$ cat src/rtl/pbr_cfg.svh
// Offsets, field positions, reset values and timing counts of the power recovery block
`ifndef PBR_CFG_SVH
`define PBR_CFG_SVH

// Register byte offsets on the AXI4-Lite bus
`define PBR_CTRL_OFFSET      8'h00
`define PBR_STAT_OFFSET      8'h04

// Control register fields
`define PBR_CTRL_POLICY_LSB  0
`define PBR_CTRL_POLICY_MSB  1
`define PBR_CTRL_BTN_EN_BIT  2
`define PBR_CTRL_RESET       32'h0000_0004

// Status register fields
`define PBR_STAT_KEPT_BIT    0
`define PBR_STAT_PULSE_BIT   1
`define PBR_STAT_PBOUT_BIT   2
`define PBR_STAT_SLEEP_BIT   3

// AXI responses
`define PBR_RESP_OKAY        2'h0
`define PBR_RESP_SLVERR      2'h2

// Clock period and recovery pulse timing
`define PBR_CLK_PERIOD_NS    10
`define PBR_PULSE_TIME_MS    1000
`define PBR_PULSE_MIN_MS     500
`define PBR_PULSE_MAX_MS     4000
`define PBR_NS_PER_MS        1000000

// Synchroniser level after reset: button released, chipset asleep, so the
// supply-on output does not blip on while the stages fill after power-up
`define PBR_SYNC_RESET       2'h1

`endif

$ cat src/rtl/pbr_pkg.sv
// Types shared by the power recovery block
package pbr_pkg;

   // Recovery policy codes as held in the control register
   typedef enum logic [1:0]
   {
      PBR_POL_OFF  = 2'h0,
      PBR_POL_ON   = 2'h1,
      PBR_POL_PREV = 2'h2,
      PBR_POL_OFF2 = 2'h3
   } pbr_policy_type;

   // Recovery sequencer states
   typedef enum logic [1:0]
   {
      START_S,
      PULSE_S,
      RUN_S
   } pbr_state_type;

endpackage : pbr_pkg

$ cat src/rtl/pbr_sync_if.sv
// Interface carrying synchronised pin levels into the recovery logic
`timescale 1ns/10ps
interface pbr_sync_if;
   logic buttonInN;   // Filtered button level, active low
   logic sleepN;      // Filtered sleep state level, active low

   modport src
   (
      output buttonInN,
      output sleepN
   );
   modport dst
   (
      input buttonInN,
      input sleepN
   );
endinterface : pbr_sync_if

$ cat src/rtl/pbr_recovery_top.sv
// Power-button and power-failure recovery sequencer with AXI4-Lite registers
`timescale 1ns/10ps
`include "pbr_cfg.svh"
module pbr_recovery_top
#(
   parameter int unsigned PULSE_CYCLES =
      (`PBR_PULSE_TIME_MS * `PBR_NS_PER_MS) / `PBR_CLK_PERIOD_NS
)
(
   input  wire logic        clk,
   input  wire logic        sys_rst,
   // Pins toward the front panel and chipset
   input  wire logic        powerButtonInputN,
   input  wire logic        sleepStateN,
   input  wire logic        keyboardPowerRequestN,
   output logic             powerButtonOutputN,
   output logic             supplyOnN,
   // Standby-retained storage, caught once after reset release
   input  wire logic [1:0]  retainedPolicy,
   input  wire logic        retainedSupplyOn,
   output logic [1:0]       keptPolicy,
   output logic             keptSupplyOn,
   // AXI4-Lite slave
   input  wire logic [7:0]  s_axi_awaddr,
   input  wire logic        s_axi_awvalid,
   output logic             s_axi_awready,
   input  wire logic [31:0] s_axi_wdata,
   input  wire logic [3:0]  s_axi_wstrb,
   input  wire logic        s_axi_wvalid,
   output logic             s_axi_wready,
   output logic [1:0]       s_axi_bresp,
   output logic             s_axi_bvalid,
   input  wire logic        s_axi_bready,
   input  wire logic [7:0]  s_axi_araddr,
   input  wire logic        s_axi_arvalid,
   output logic             s_axi_arready,
   output logic [31:0]      s_axi_rdata,
   output logic [1:0]       s_axi_rresp,
   output logic             s_axi_rvalid,
   input  wire logic        s_axi_rready
);

   localparam int unsigned PulseLast = PULSE_CYCLES - 1;

   pbr_sync_if syncBus ();

   // Pin synchroniser
   pbr_input_sync u_sync
   (
      .clk     (clk),
      .sys_rst (sys_rst),
      .rawInN  ({sleepStateN, powerButtonInputN}),
      .syncOut (syncBus.src)
   );

   pbr_pkg::pbr_state_type  state_q, state_d;         // Recovery sequencer
   logic [31:0]             pulseCnt_q, pulseCnt_d;   // Pulse length counter
   pbr_pkg::pbr_policy_type policy_q, policy_d;       // Recovery policy
   logic                    btnEn_q, btnEn_d;         // Button pass-through enable
   logic                    kept_q, kept_d;           // Recorded supply state
   logic                    pbOutN_q, pbOutN_d;       // Power-button output
   logic                    supOnN_q, supOnN_d;       // Supply-on output
   logic                    wantOn;                   // Policy asks for supply on
   logic                    wrFire;                   // Register write this cycle

   // AXI4-Lite slave state
   logic        awHave_q, awHave_d;   // Write address held
   logic        wHave_q, wHave_d;     // Write data held
   logic [7:0]  awAddr_q, awAddr_d;
   logic [31:0] wData_q, wData_d;
   logic [3:0]  wStrb_q, wStrb_d;
   logic        bValid_q, bValid_d;
   logic [1:0]  bResp_q, bResp_d;
   logic        rValid_q, rValid_d;
   logic [1:0]  rResp_q, rResp_d;
   logic [31:0] rData_q, rData_d;
   logic        arReady_q, arReady_d;
   logic        awReady_q, awReady_d;
   logic        wReady_q, wReady_d;

   // Policy decode; the retained copy is used since registers just left reset
   always_comb
   begin
      unique case (pbr_pkg::pbr_policy_type'(retainedPolicy))
         pbr_pkg::PBR_POL_ON:   wantOn = 1'b1;
         pbr_pkg::PBR_POL_PREV: wantOn = retainedSupplyOn;
         pbr_pkg::PBR_POL_OFF,
         pbr_pkg::PBR_POL_OFF2: wantOn = 1'b0;
      endcase
   end

   // Sequencer next state: decide once after standby reset, then run
   always_comb
   begin
      state_d    = state_q;
      pulseCnt_d = pulseCnt_q;
      unique case (state_q)
         pbr_pkg::START_S:
         begin
            // Off policy skips the pulse and leaves the output alone
            pulseCnt_d = 32'h0000_0000;
            state_d    = wantOn ? pbr_pkg::PULSE_S : pbr_pkg::RUN_S;
         end
         pbr_pkg::PULSE_S:
         begin
            // Fixed length well inside the override limit
            if (pulseCnt_q >= PulseLast)
            begin
               state_d = pbr_pkg::RUN_S;
            end
            else
            begin
               pulseCnt_d = pulseCnt_q + 32'h0000_0001;
            end
         end
         pbr_pkg::RUN_S:
         begin
            state_d = pbr_pkg::RUN_S;
         end
      endcase
   end

   // Output and record next values
   always_comb
   begin
      // The pulse, the keyboard request or the button while enabled pulls the output low
      pbOutN_d = !((state_q == pbr_pkg::PULSE_S)
                   || (btnEn_q && !syncBus.buttonInN)
                   || !keyboardPowerRequestN);
      supOnN_d = !syncBus.sleepN;
      // Track the live supply state; seed from storage at start
      if (state_q == pbr_pkg::START_S)
      begin
         kept_d = retainedSupplyOn;
      end
      else
      begin
         kept_d = !supOnN_q;
      end
   end

   // Control register: policy field seeded from storage, then written by software
   always_comb
   begin
      policy_d = policy_q;
      btnEn_d  = btnEn_q;
      if (state_q == pbr_pkg::START_S)
      begin
         policy_d = pbr_pkg::pbr_policy_type'(retainedPolicy);
      end
      else if (wrFire && (awAddr_q == `PBR_CTRL_OFFSET) && wStrb_q[0])
      begin
         policy_d = pbr_pkg::pbr_policy_type'(
            wData_q[`PBR_CTRL_POLICY_MSB:`PBR_CTRL_POLICY_LSB]);
         btnEn_d  = wData_q[`PBR_CTRL_BTN_EN_BIT];
      end
   end

   // Register the block state
   always_ff @(posedge clk)
   begin
      if (sys_rst)
      begin
         state_q    <= pbr_pkg::START_S;
         pulseCnt_q <= 32'h0000_0000;
         policy_q   <= pbr_pkg::PBR_POL_OFF;
         btnEn_q    <= 1'b1;
         kept_q     <= 1'b0;
         pbOutN_q   <= 1'b1;
         supOnN_q   <= 1'b1;
      end
      else
      begin
         state_q    <= state_d;
         pulseCnt_q <= pulseCnt_d;
         policy_q   <= policy_d;
         btnEn_q    <= btnEn_d;
         kept_q     <= kept_d;
         pbOutN_q   <= pbOutN_d;
         supOnN_q   <= supOnN_d;
      end
   end

   assign powerButtonOutputN = pbOutN_q;
   assign supplyOnN          = supOnN_q;
   assign keptPolicy         = policy_q;
   assign keptSupplyOn       = kept_q;

   assign wrFire = awHave_q && wHave_q && !bValid_q;

   // Bus next values; address and data are taken in either order
   always_comb
   begin
      awHave_d = awHave_q;
      wHave_d  = wHave_q;
      awAddr_d = awAddr_q;
      wData_d  = wData_q;
      wStrb_d  = wStrb_q;
      bValid_d = bValid_q;
      bResp_d  = bResp_q;
      rValid_d = rValid_q;
      rResp_d  = rResp_q;
      rData_d  = rData_q;
      if (s_axi_awvalid && awReady_q)
      begin
         awHave_d = 1'b1;
         awAddr_d = s_axi_awaddr;
      end
      if (s_axi_wvalid && wReady_q)
      begin
         wHave_d = 1'b1;
         wData_d = s_axi_wdata;
         wStrb_d = s_axi_wstrb;
      end
      // Response once both halves are in; unmapped offsets answer SLVERR
      if (wrFire)
      begin
         awHave_d = 1'b0;
         wHave_d  = 1'b0;
         bValid_d = 1'b1;
         bResp_d  = ((awAddr_q == `PBR_CTRL_OFFSET) || (awAddr_q == `PBR_STAT_OFFSET))
                    ? `PBR_RESP_OKAY : `PBR_RESP_SLVERR;
      end
      else if (bValid_q && s_axi_bready)
      begin
         bValid_d = 1'b0;
      end
      // Reads answer one cycle after the address is taken
      if (s_axi_arvalid && arReady_q)
      begin
         rValid_d = 1'b1;
         rResp_d  = `PBR_RESP_OKAY;
         rData_d  = 32'h0000_0000;
         if (s_axi_araddr == `PBR_CTRL_OFFSET)
         begin
            rData_d[`PBR_CTRL_POLICY_MSB:`PBR_CTRL_POLICY_LSB] = policy_q;
            rData_d[`PBR_CTRL_BTN_EN_BIT]                      = btnEn_q;
         end
         else if (s_axi_araddr == `PBR_STAT_OFFSET)
         begin
            rData_d[`PBR_STAT_KEPT_BIT]  = kept_q;
            rData_d[`PBR_STAT_PULSE_BIT] = (state_q == pbr_pkg::PULSE_S);
            rData_d[`PBR_STAT_PBOUT_BIT] = pbOutN_q;
            rData_d[`PBR_STAT_SLEEP_BIT] = syncBus.sleepN;
         end
         else
         begin
            rResp_d = `PBR_RESP_SLVERR;
         end
      end
      else if (rValid_q && s_axi_rready)
      begin
         rValid_d = 1'b0;
      end
      // Ready drops as soon as an item is held, so one write is in flight
      awReady_d = !awHave_d && !bValid_d;
      wReady_d  = !wHave_d && !bValid_d;
      arReady_d = !rValid_d && !(s_axi_arvalid && arReady_q);
   end

   // Register the bus state
   always_ff @(posedge clk)
   begin
      if (sys_rst)
      begin
         awHave_q  <= 1'b0;
         wHave_q   <= 1'b0;
         awAddr_q  <= 8'h00;
         wData_q   <= 32'h0000_0000;
         wStrb_q   <= 4'h0;
         bValid_q  <= 1'b0;
         bResp_q   <= `PBR_RESP_OKAY;
         rValid_q  <= 1'b0;
         rResp_q   <= `PBR_RESP_OKAY;
         rData_q   <= 32'h0000_0000;
         awReady_q <= 1'b0;
         wReady_q  <= 1'b0;
         arReady_q <= 1'b0;
      end
      else
      begin
         awHave_q  <= awHave_d;
         wHave_q   <= wHave_d;
         awAddr_q  <= awAddr_d;
         wData_q   <= wData_d;
         wStrb_q   <= wStrb_d;
         bValid_q  <= bValid_d;
         bResp_q   <= bResp_d;
         rValid_q  <= rValid_d;
         rResp_q   <= rResp_d;
         rData_q   <= rData_d;
         awReady_q <= awReady_d;
         wReady_q  <= wReady_d;
         arReady_q <= arReady_d;
      end
   end

   assign s_axi_awready = awReady_q;
   assign s_axi_wready  = wReady_q;
   assign s_axi_bvalid  = bValid_q;
   assign s_axi_bresp   = bResp_q;
   assign s_axi_arready = arReady_q;
   assign s_axi_rvalid  = rValid_q;
   assign s_axi_rresp   = rResp_q;
   assign s_axi_rdata   = rData_q;

   // Helper: length of the current low pulse from the sequencer
   logic [31:0] pulseLen_q;
   always_ff @(posedge clk)
   begin
      if (sys_rst || (state_q != pbr_pkg::PULSE_S))
      begin
         pulseLen_q <= 32'h0000_0000;
      end
      else
      begin
         pulseLen_q <= pulseLen_q + 32'h0000_0001;
      end
   end

   // Reset seen at the last edge; the state still shows reset values one
   // sample after release, so checks wait that one extra cycle
   logic rstLate_q;
   always_ff @(posedge clk)
   begin
      rstLate_q <= sys_rst;
   end
endmodule : pbr_recovery_top

$ cat src/rtl/pbr_input_sync.sv
// Three-stage synchroniser with agreement filter for the button and sleep state pins
`timescale 1ns/10ps
`include "pbr_cfg.svh"
module pbr_input_sync
(
   input  wire logic       clk,
   input  wire logic       sys_rst,
   input  wire logic [1:0] rawInN,
   pbr_sync_if.src         syncOut
);

   logic [1:0] stage1_q;   // Metastability catcher, read only by stage 2
   logic [1:0] stage2_q;
   logic [1:0] stage3_q;
   logic [1:0] level_q;    // Accepted level
   logic [1:0] level_d;

   // A change counts only once stages 2 and 3 agree, so a one-cycle glitch is dropped
   genvar i;
   generate
      for (i = 0; i < 2; i++)
      begin : g_bit
         always_comb
         begin
            level_d[i] = (stage2_q[i] == stage3_q[i]) ? stage3_q[i] : level_q[i];
         end
      end
   endgenerate

   // Register all stages; reset holds the quiet level of each pin
   always_ff @(posedge clk)
   begin
      if (sys_rst)
      begin
         stage1_q <= `PBR_SYNC_RESET;
         stage2_q <= `PBR_SYNC_RESET;
         stage3_q <= `PBR_SYNC_RESET;
         level_q  <= `PBR_SYNC_RESET;
      end
      else
      begin
         stage1_q <= rawInN;
         stage2_q <= stage1_q;
         stage3_q <= stage2_q;
         level_q  <= level_d;
      end
   end

   assign syncOut.buttonInN = level_q[0];
   assign syncOut.sleepN    = level_q[1];

endmodule : pbr_input_sync

$ cat config.mk
export PLATFORM = sky130hd
export DESIGN_NAME = pbr_recovery_top
export DESIGN_NICKNAME = d
export VERILOG_FILES = /design/src/rtl/pbr_pkg.sv /design/src/rtl/pbr_sync_if.sv /design/src/rtl/pbr_recovery_top.sv /design/src/rtl/pbr_input_sync.sv
export VERILOG_INCLUDE_DIRS = /design/src /design/src/rtl
export SDC_FILE = /design/constraint.sdc
export NUM_CORES = 1
export LEC_CHECK = 0
export BUFFER_PORTS_ARGS = -buffer_cell sky130_fd_sc_hd__buf_2
export CAP_MARGIN = 20
export CORE_MARGIN = 4
export CORE_UTILIZATION = 54
export DETAILED_ROUTE_END_ITERATION = 16
export GPL_ROUTABILITY_DRIVEN = 0
export PLACE_DENSITY = 0.84
export SLEW_MARGIN = 20
export SYNTH_ARGS = -nofsm -noshare
export SYNTH_HDL_FRONTEND = slang
export SYNTH_SLANG_ARGS = --single-unit
export TNS_END_PERCENT = 1
$ cat constraint.sdc
create_clock -name clk -period 4.4 [get_ports clk]
set_input_delay 0.88 -clock clk [delete_from_list [all_inputs] [get_ports clk]]
set_output_delay 0.88 -clock clk [all_outputs]
set_load 0.01 [all_outputs]
# Word-level counts from Yosys, hierarchy flattened
# Cells that the tools add are included.
# W data, S select, Z words.
[op_classes]
n_addsub = 1
magnitude_cmp = 1
n_eq_ne = 11
muxes = 23
n_bitwise = 1
n_reduce_logical = 36
[op_table]
columns = ["operator", "n"]
rows = [
  ["$pmux W32 S2", 1],
  ["$add A32 B1 Y32 const B", 1],
  ["$ge A32 B27 Y1 const B", 1],
  ["$mux W32", 1],
  ["$eq A8 B3 Y1 const B", 2],
  ["$logic_not A8 Y1", 2],
  ["$mux W2", 7],
  ["$logic_and A1 B1 Y1", 13],
  ["$logic_not A1 Y1", 11],
  ["$mux W1", 10],
  ["$eq A2 B2 Y1 const B", 3],
  ["$pmux W2 S3", 1],
  ["$eq A2 B1 Y1 const B", 2],
  ["$logic_not A2 Y1", 2],
  ["$mux W4", 1],
  ["$ne A2 B2 Y1 const B", 2],
  ["$reduce_and A2 Y1", 2],
  ["$reduce_bool A2 Y1", 2],
  ["$logic_or A1 B1 Y1", 3],
  ["$mux W3", 1],
  ["$pmux W1 S3", 1],
  ["$eq A1 B1 Y1", 2],
  ["$reduce_or A2 Y1", 1],
  ["$not A1 Y1", 1],
]
[word_totals]
register_bits = 75
in_bits = 65
out_inout_bits = 46
wordCells = 98

# Logic depth before layout (Yosys ltp)
[depth]
ltp_word = 6
depth_mapped = 9
ltp_nobuf = 7

# Cells and area by module
# From an unflattened synthesis, not the netlist that was laid out.
[unflattened]
hier_cells = 386
area_unflattened_um2 = 3296.9
[by_module_without_submodules]
columns = ["module", "n_inst", "cells_each", "area_per_inst_um2", "seq_area_each_um2"]
rows = [
  ["pbr_recovery_top", 1, 366, 3069.2, 1301.2],
  ["pbr_input_sync", 1, 20, 227.7, 160.2],
]

# Least setup slack after synthesis
# Ideal clock, no wire load.
[synth_path]
kind = "register to register"
startpoint = "register pulseCnt_q[10]"
endpoint = "register pulseCnt_q[7]"
setup_time_ns = 0.070
t_arrival_ns = 1.953
t_required_ns = 4.330
path_slack_ns = 2.377
stages_incl_launch_ff = 6
n_path_buf = 1
synth_period_minus_slack_ns = 2.023
path_cell_list = "dfxtp_1 -> or4_1 -> o311a_4 -> buf_6 -> or4_1 -> a21oi_1"
[synth_via]
elab_chain_cells = 3
[synth_lines]
columns = ["element", "line_no", "text"]
rows = [
  ["start, declared", "pbr_recovery_top.sv:57", "logic [31:0] pulseCnt_q, pulseCnt_d;"],
  ["start signal, assigned", "pbr_recovery_top.sv:175", "pulseCnt_q <= pulseCnt_d;"],
  ["$ge A32 B27 Y1", "pbr_recovery_top.sv:107", "if (pulseCnt_q >= PulseLast)"],
  ["$ne A2 B2 Y1 (no source line)", "n/a", ""],
  ["$reduce_and A2 Y1 (no source line)", "n/a", ""],
]
# No other way between the ends.
# A chain may end at the register's enable or synchronous reset.

# Worst setup path after layout
[layout_path]
startpoint = "register pulseCnt_q[27]"
endpoint = "register pulseCnt_q[9]"
# Same word-level chain as after synthesis.

==> results.sh <==
export IMPL_swShare=0.266
export IMPL_intPower_mw=0.996
export IMPL_hold_buffers=0
export IMPL_die_h_um=87.4
export IMPL_postSynthCellCount=396
export IMPL_num_rows=28
export IMPL_htreeDepth=3
export IMPL_critical_path_class="reg -> reg"
export IMPL_fin_nets=507
export IMPL_maxCapViolCount=0
export IMPL_max_slew_margin=0.457
export IMPL_rsz0062_at_grt="no"
export IMPL_cp_num_buf_inv=1
export IMPL_routed_wl_um=6900
export IMPL_insertion_delay_ns=0.34
export IMPL_cts_buffer_depth=2
export IMPL_io_pins=111
export IMPL_path_clk_slew_ns=0.08
export IMPL_status="finished, final reports clean"
export IMPL_p_leak_nw=1.45
export IMPL_slowest_delay_ns=0.53
export IMPL_hold_viol_final=0
export IMPL_tightestPinTransition_ns=0.814
export IMPL_synth_seq_cells=73
export IMPL_synth_distinct_cells=51
export IMPL_fin_crit_sh=0.505
export IMPL_final_area_um2=3760
export IMPL_postRouteAntennaNets=0
export IMPL_combPwrFrac=0.108
export IMPL_routedWlPerCell_um=13.3
export IMPL_vias_per_cell=5.57
export IMPL_start_kind="flip-flop"
export IMPL_cts_resized=0
export IMPL_die_width_um=87.4
export IMPL_clock_sinks=73
export IMPL_drcViolationCount=0
export IMPL_grt_pass1_wl_um=11600
export IMPL_p_sw_mw=0.360
export IMPL_synth_area_per_cell_um2=8.59
export IMPL_grtUsageTotal=0.190
export IMPL_synth_edf_count=0
export IMPL_maxSlewViolCount=0
export IMPL_ir_worst_vdd_v=0.000281
export IMPL_worstPathArrival_ns=2.49
export IMPL_hold_slack_ns=0.410
export IMPL_power_density_nw_per_um2=361
export IMPL_async_flop_share=0
export IMPL_share_seq_of_total_power=0.512
export IMPL_crit_top_cell="or4_1"
export IMPL_min_period_ns=2.22
export IMPL_syn_cell_area_um2=3400
export IMPL_dpl_hpwl_um=4840
export IMPL_yosysSeqAreaShare=0.430
export IMPL_nFillCells=513
export IMPL_end_kind="flip-flop"
export IMPL_crit_path_max_fanout=40
export IMPL_hold_path_class="reg -> reg"
export IMPL_drive_gt1_frac=0.172
export IMPL_final_util=0.624
export IMPL_total_power_mw=1.36
export IMPL_initial_core_util=0.565
export IMPL_placed_area_um2=3560
export IMPL_grt_overflow=0
export IMPL_numCtsBuffers=9
export IMPL_die_area_um2=7630
export IMPL_cts_root_buf="clkbuf_8"
export IMPL_postCtsSetupBuffers=0
export IMPL_drt_iter0_markers=104
export IMPL_worst_path_max_delay_cell="or4_1"
export IMPL_numPortBuffers=48
export IMPL_finalSetupTns_ns=0
export IMPL_fp_coreArea_um2=6030
export IMPL_crit_chain="or4_1 > nor3_1 > o21ai_2 > buf_4 > or4_1 > a21oi_1"
export IMPL_clkPwrFrac=0.380
export IMPL_areaGrowthSynthToFinish_pct=10.4
export IMPL_antenna_found_initial=0
export IMPL_antennaDiodeCount=0
export IMPL_crit_required_ns=4.67
export IMPL_cpLargestDelayFamily="simple AND/OR/NAND/NOR gates"
export IMPL_grt_max_degree=49
export IMPL_max_freq_mhz=450
export IMPL_grt_pass1_vias=2645
export IMPL_num_vias=2883
export IMPL_dr_pass1_iters=4
export IMPL_synth_main_ff_cell="dfxtp_1"
export IMPL_setup_violations=0
export IMPL_fin_skew_ns=0.00860
export IMPL_cts_tree="done"
export IMPL_yosys_warnings=0
==> worst register-to-register path, delay by kind of cell (launching register included) <==
family,cells,cell delay (ns)
compound gates,2,0.25
buf+inv,1,0.25
flops,1,0.31
simple gates,3,1.33
==> final cells by class <==
| cell class | instances | area, um^2 | area share |
|---|---|---|---|
| clock buffers | 10 | 128 | 0.0340 |
| clock inverters | 6 | 67.6 | 0.0180 |
| inverters | 5 | 18.8 | 0.00500 |
| multi-input cells | 299 | 1730 | 0.461 |
| flip-flops and latches | 73 | 1460 | 0.389 |
| well taps | 75 | 93.8 | 0.0250 |
| repair buffers | 50 | 255 | 0.0679 |
==> per-stage QoR <==
stage,cells,setup WS (ns)
after global routing,518,2.04
after floorplan,425,2.38
after CTS,518,2.17
final,518,2.18
after global placement,502,1.88
after detailed placement,502,1.86
==> sequential cells by signal, indices dropped and copies added, names as in the netlist, 3 cells and up <==
| name | flops |
|---|---|
| pulseCnt_q | 32 |
| s_axi_rdata | 4 |
| wData_q | 3 |
| awAddr_q | 8 |
==> power by group through the flow <==
stage	combinational [mW]	sequential [mW]	clock, mW
detailed placement	0.146	0.710	0
finish	0.146	0.695	0.516
floorplan	0.117	0.711	0
global route	0.166	0.698	0.568
CTS	0.146	0.695	0.527
global placement	0.142	0.709	0
==> cells by family (layout without fill, tap and decap cells) <==
| family | Yosys count | in the layout | share of synthesized area |
|---|---|---|---|
| compound gates | 75 | 75 | 0.140 |
| fa+ha+maj | 4 | 4 | 0.0147 |
| buf+inv | 53 | 71 | 0.0942 |
| flops | 73 | 73 | 0.430 |
| mux | 14 | 14 | 0.0419 |
| other cells | 1 | 30 | 0.00110 |
| simple gates | 176 | 176 | 0.278 |
==> Yosys cell counts (3+ instances only) <==
| cell | instances | share of area |
|---|---|---|
| nand4_1 | 10 | 0.018 |
| or4_1 | 13 | 0.029 |
| nor2_1 | 24 | 0.026 |
| nor4_1 | 8 | 0.015 |
| a21oi_1 | 40 | 0.059 |
| nor3_1 | 10 | 0.015 |
| nand3_1 | 17 | 0.025 |
| nand2b_1 | 11 | 0.020 |
| and3_1 | 4 | 0.0074 |
| and2_1 | 8 | 0.015 |
| nor2b_1 | 5 | 0.0092 |
| or2_2 | 6 | 0.011 |
| dfxtp_1 | 73 | 0.43 |
| mux2i_1 | 12 | 0.035 |
| nand2_1 | 44 | 0.049 |
| inv_1 | 5 | 0.0055 |
| clkbuf_1 | 15 | 0.017 |
| and4_1 | 4 | 0.010 |
| o31ai_1 | 12 | 0.026 |
| ha_1 | 4 | 0.015 |
| buf_4 | 30 | 0.066 |
| o21ai_0 | 3 | 0.0044 |
==> cells in the final DEF (no fill, tap or decap), types with 4 or more instances in the layout <==
master and instances:
a21oi_1 40, and2_1 8, and3_1 4, and4_1 4, buf_2 48, clkbuf_8 9
conb_1 30, dfxtp_1 73, ha_1 4, inv_1 5, mux2i_1 12, nand2_1 44
nand2b_1 11, nand3_1 17, nand4_1 10, nor2_1 24, nor2b_1 5, nor3_1 10
nor4_1 8, o31ai_1 12, or2_2 6, or4_1 13
==> routing by layer <==
metal  up-vias  wire length (um)  global-route usage  share of wire
met4         0                63              0.0725         0.0091
met1      1340              2860               0.217           0.41
met5         -                 0                   0              0
met3         8               437              0.0662          0.063
met2        79              3530               0.323           0.51
li1       1456                 -                   -              -
==> final timing paths <==
path	startpoint	end	slack, ns	depth (start not counted)
setup / recovery	pulseCnt_q[27]	pulseCnt_q[9]	2.18	6
hold / removal	u_sync.stage1_q[0]	u_sync.stage2_q[0]	0.41	1
setup reg to reg	pulseCnt_q[27]	pulseCnt_q[9]	2.18	6
hold reg to reg	u_sync.stage1_q[0]	u_sync.stage2_q[0]	0.41	1
Note: power is estimated with default switching activity, not from simulation.
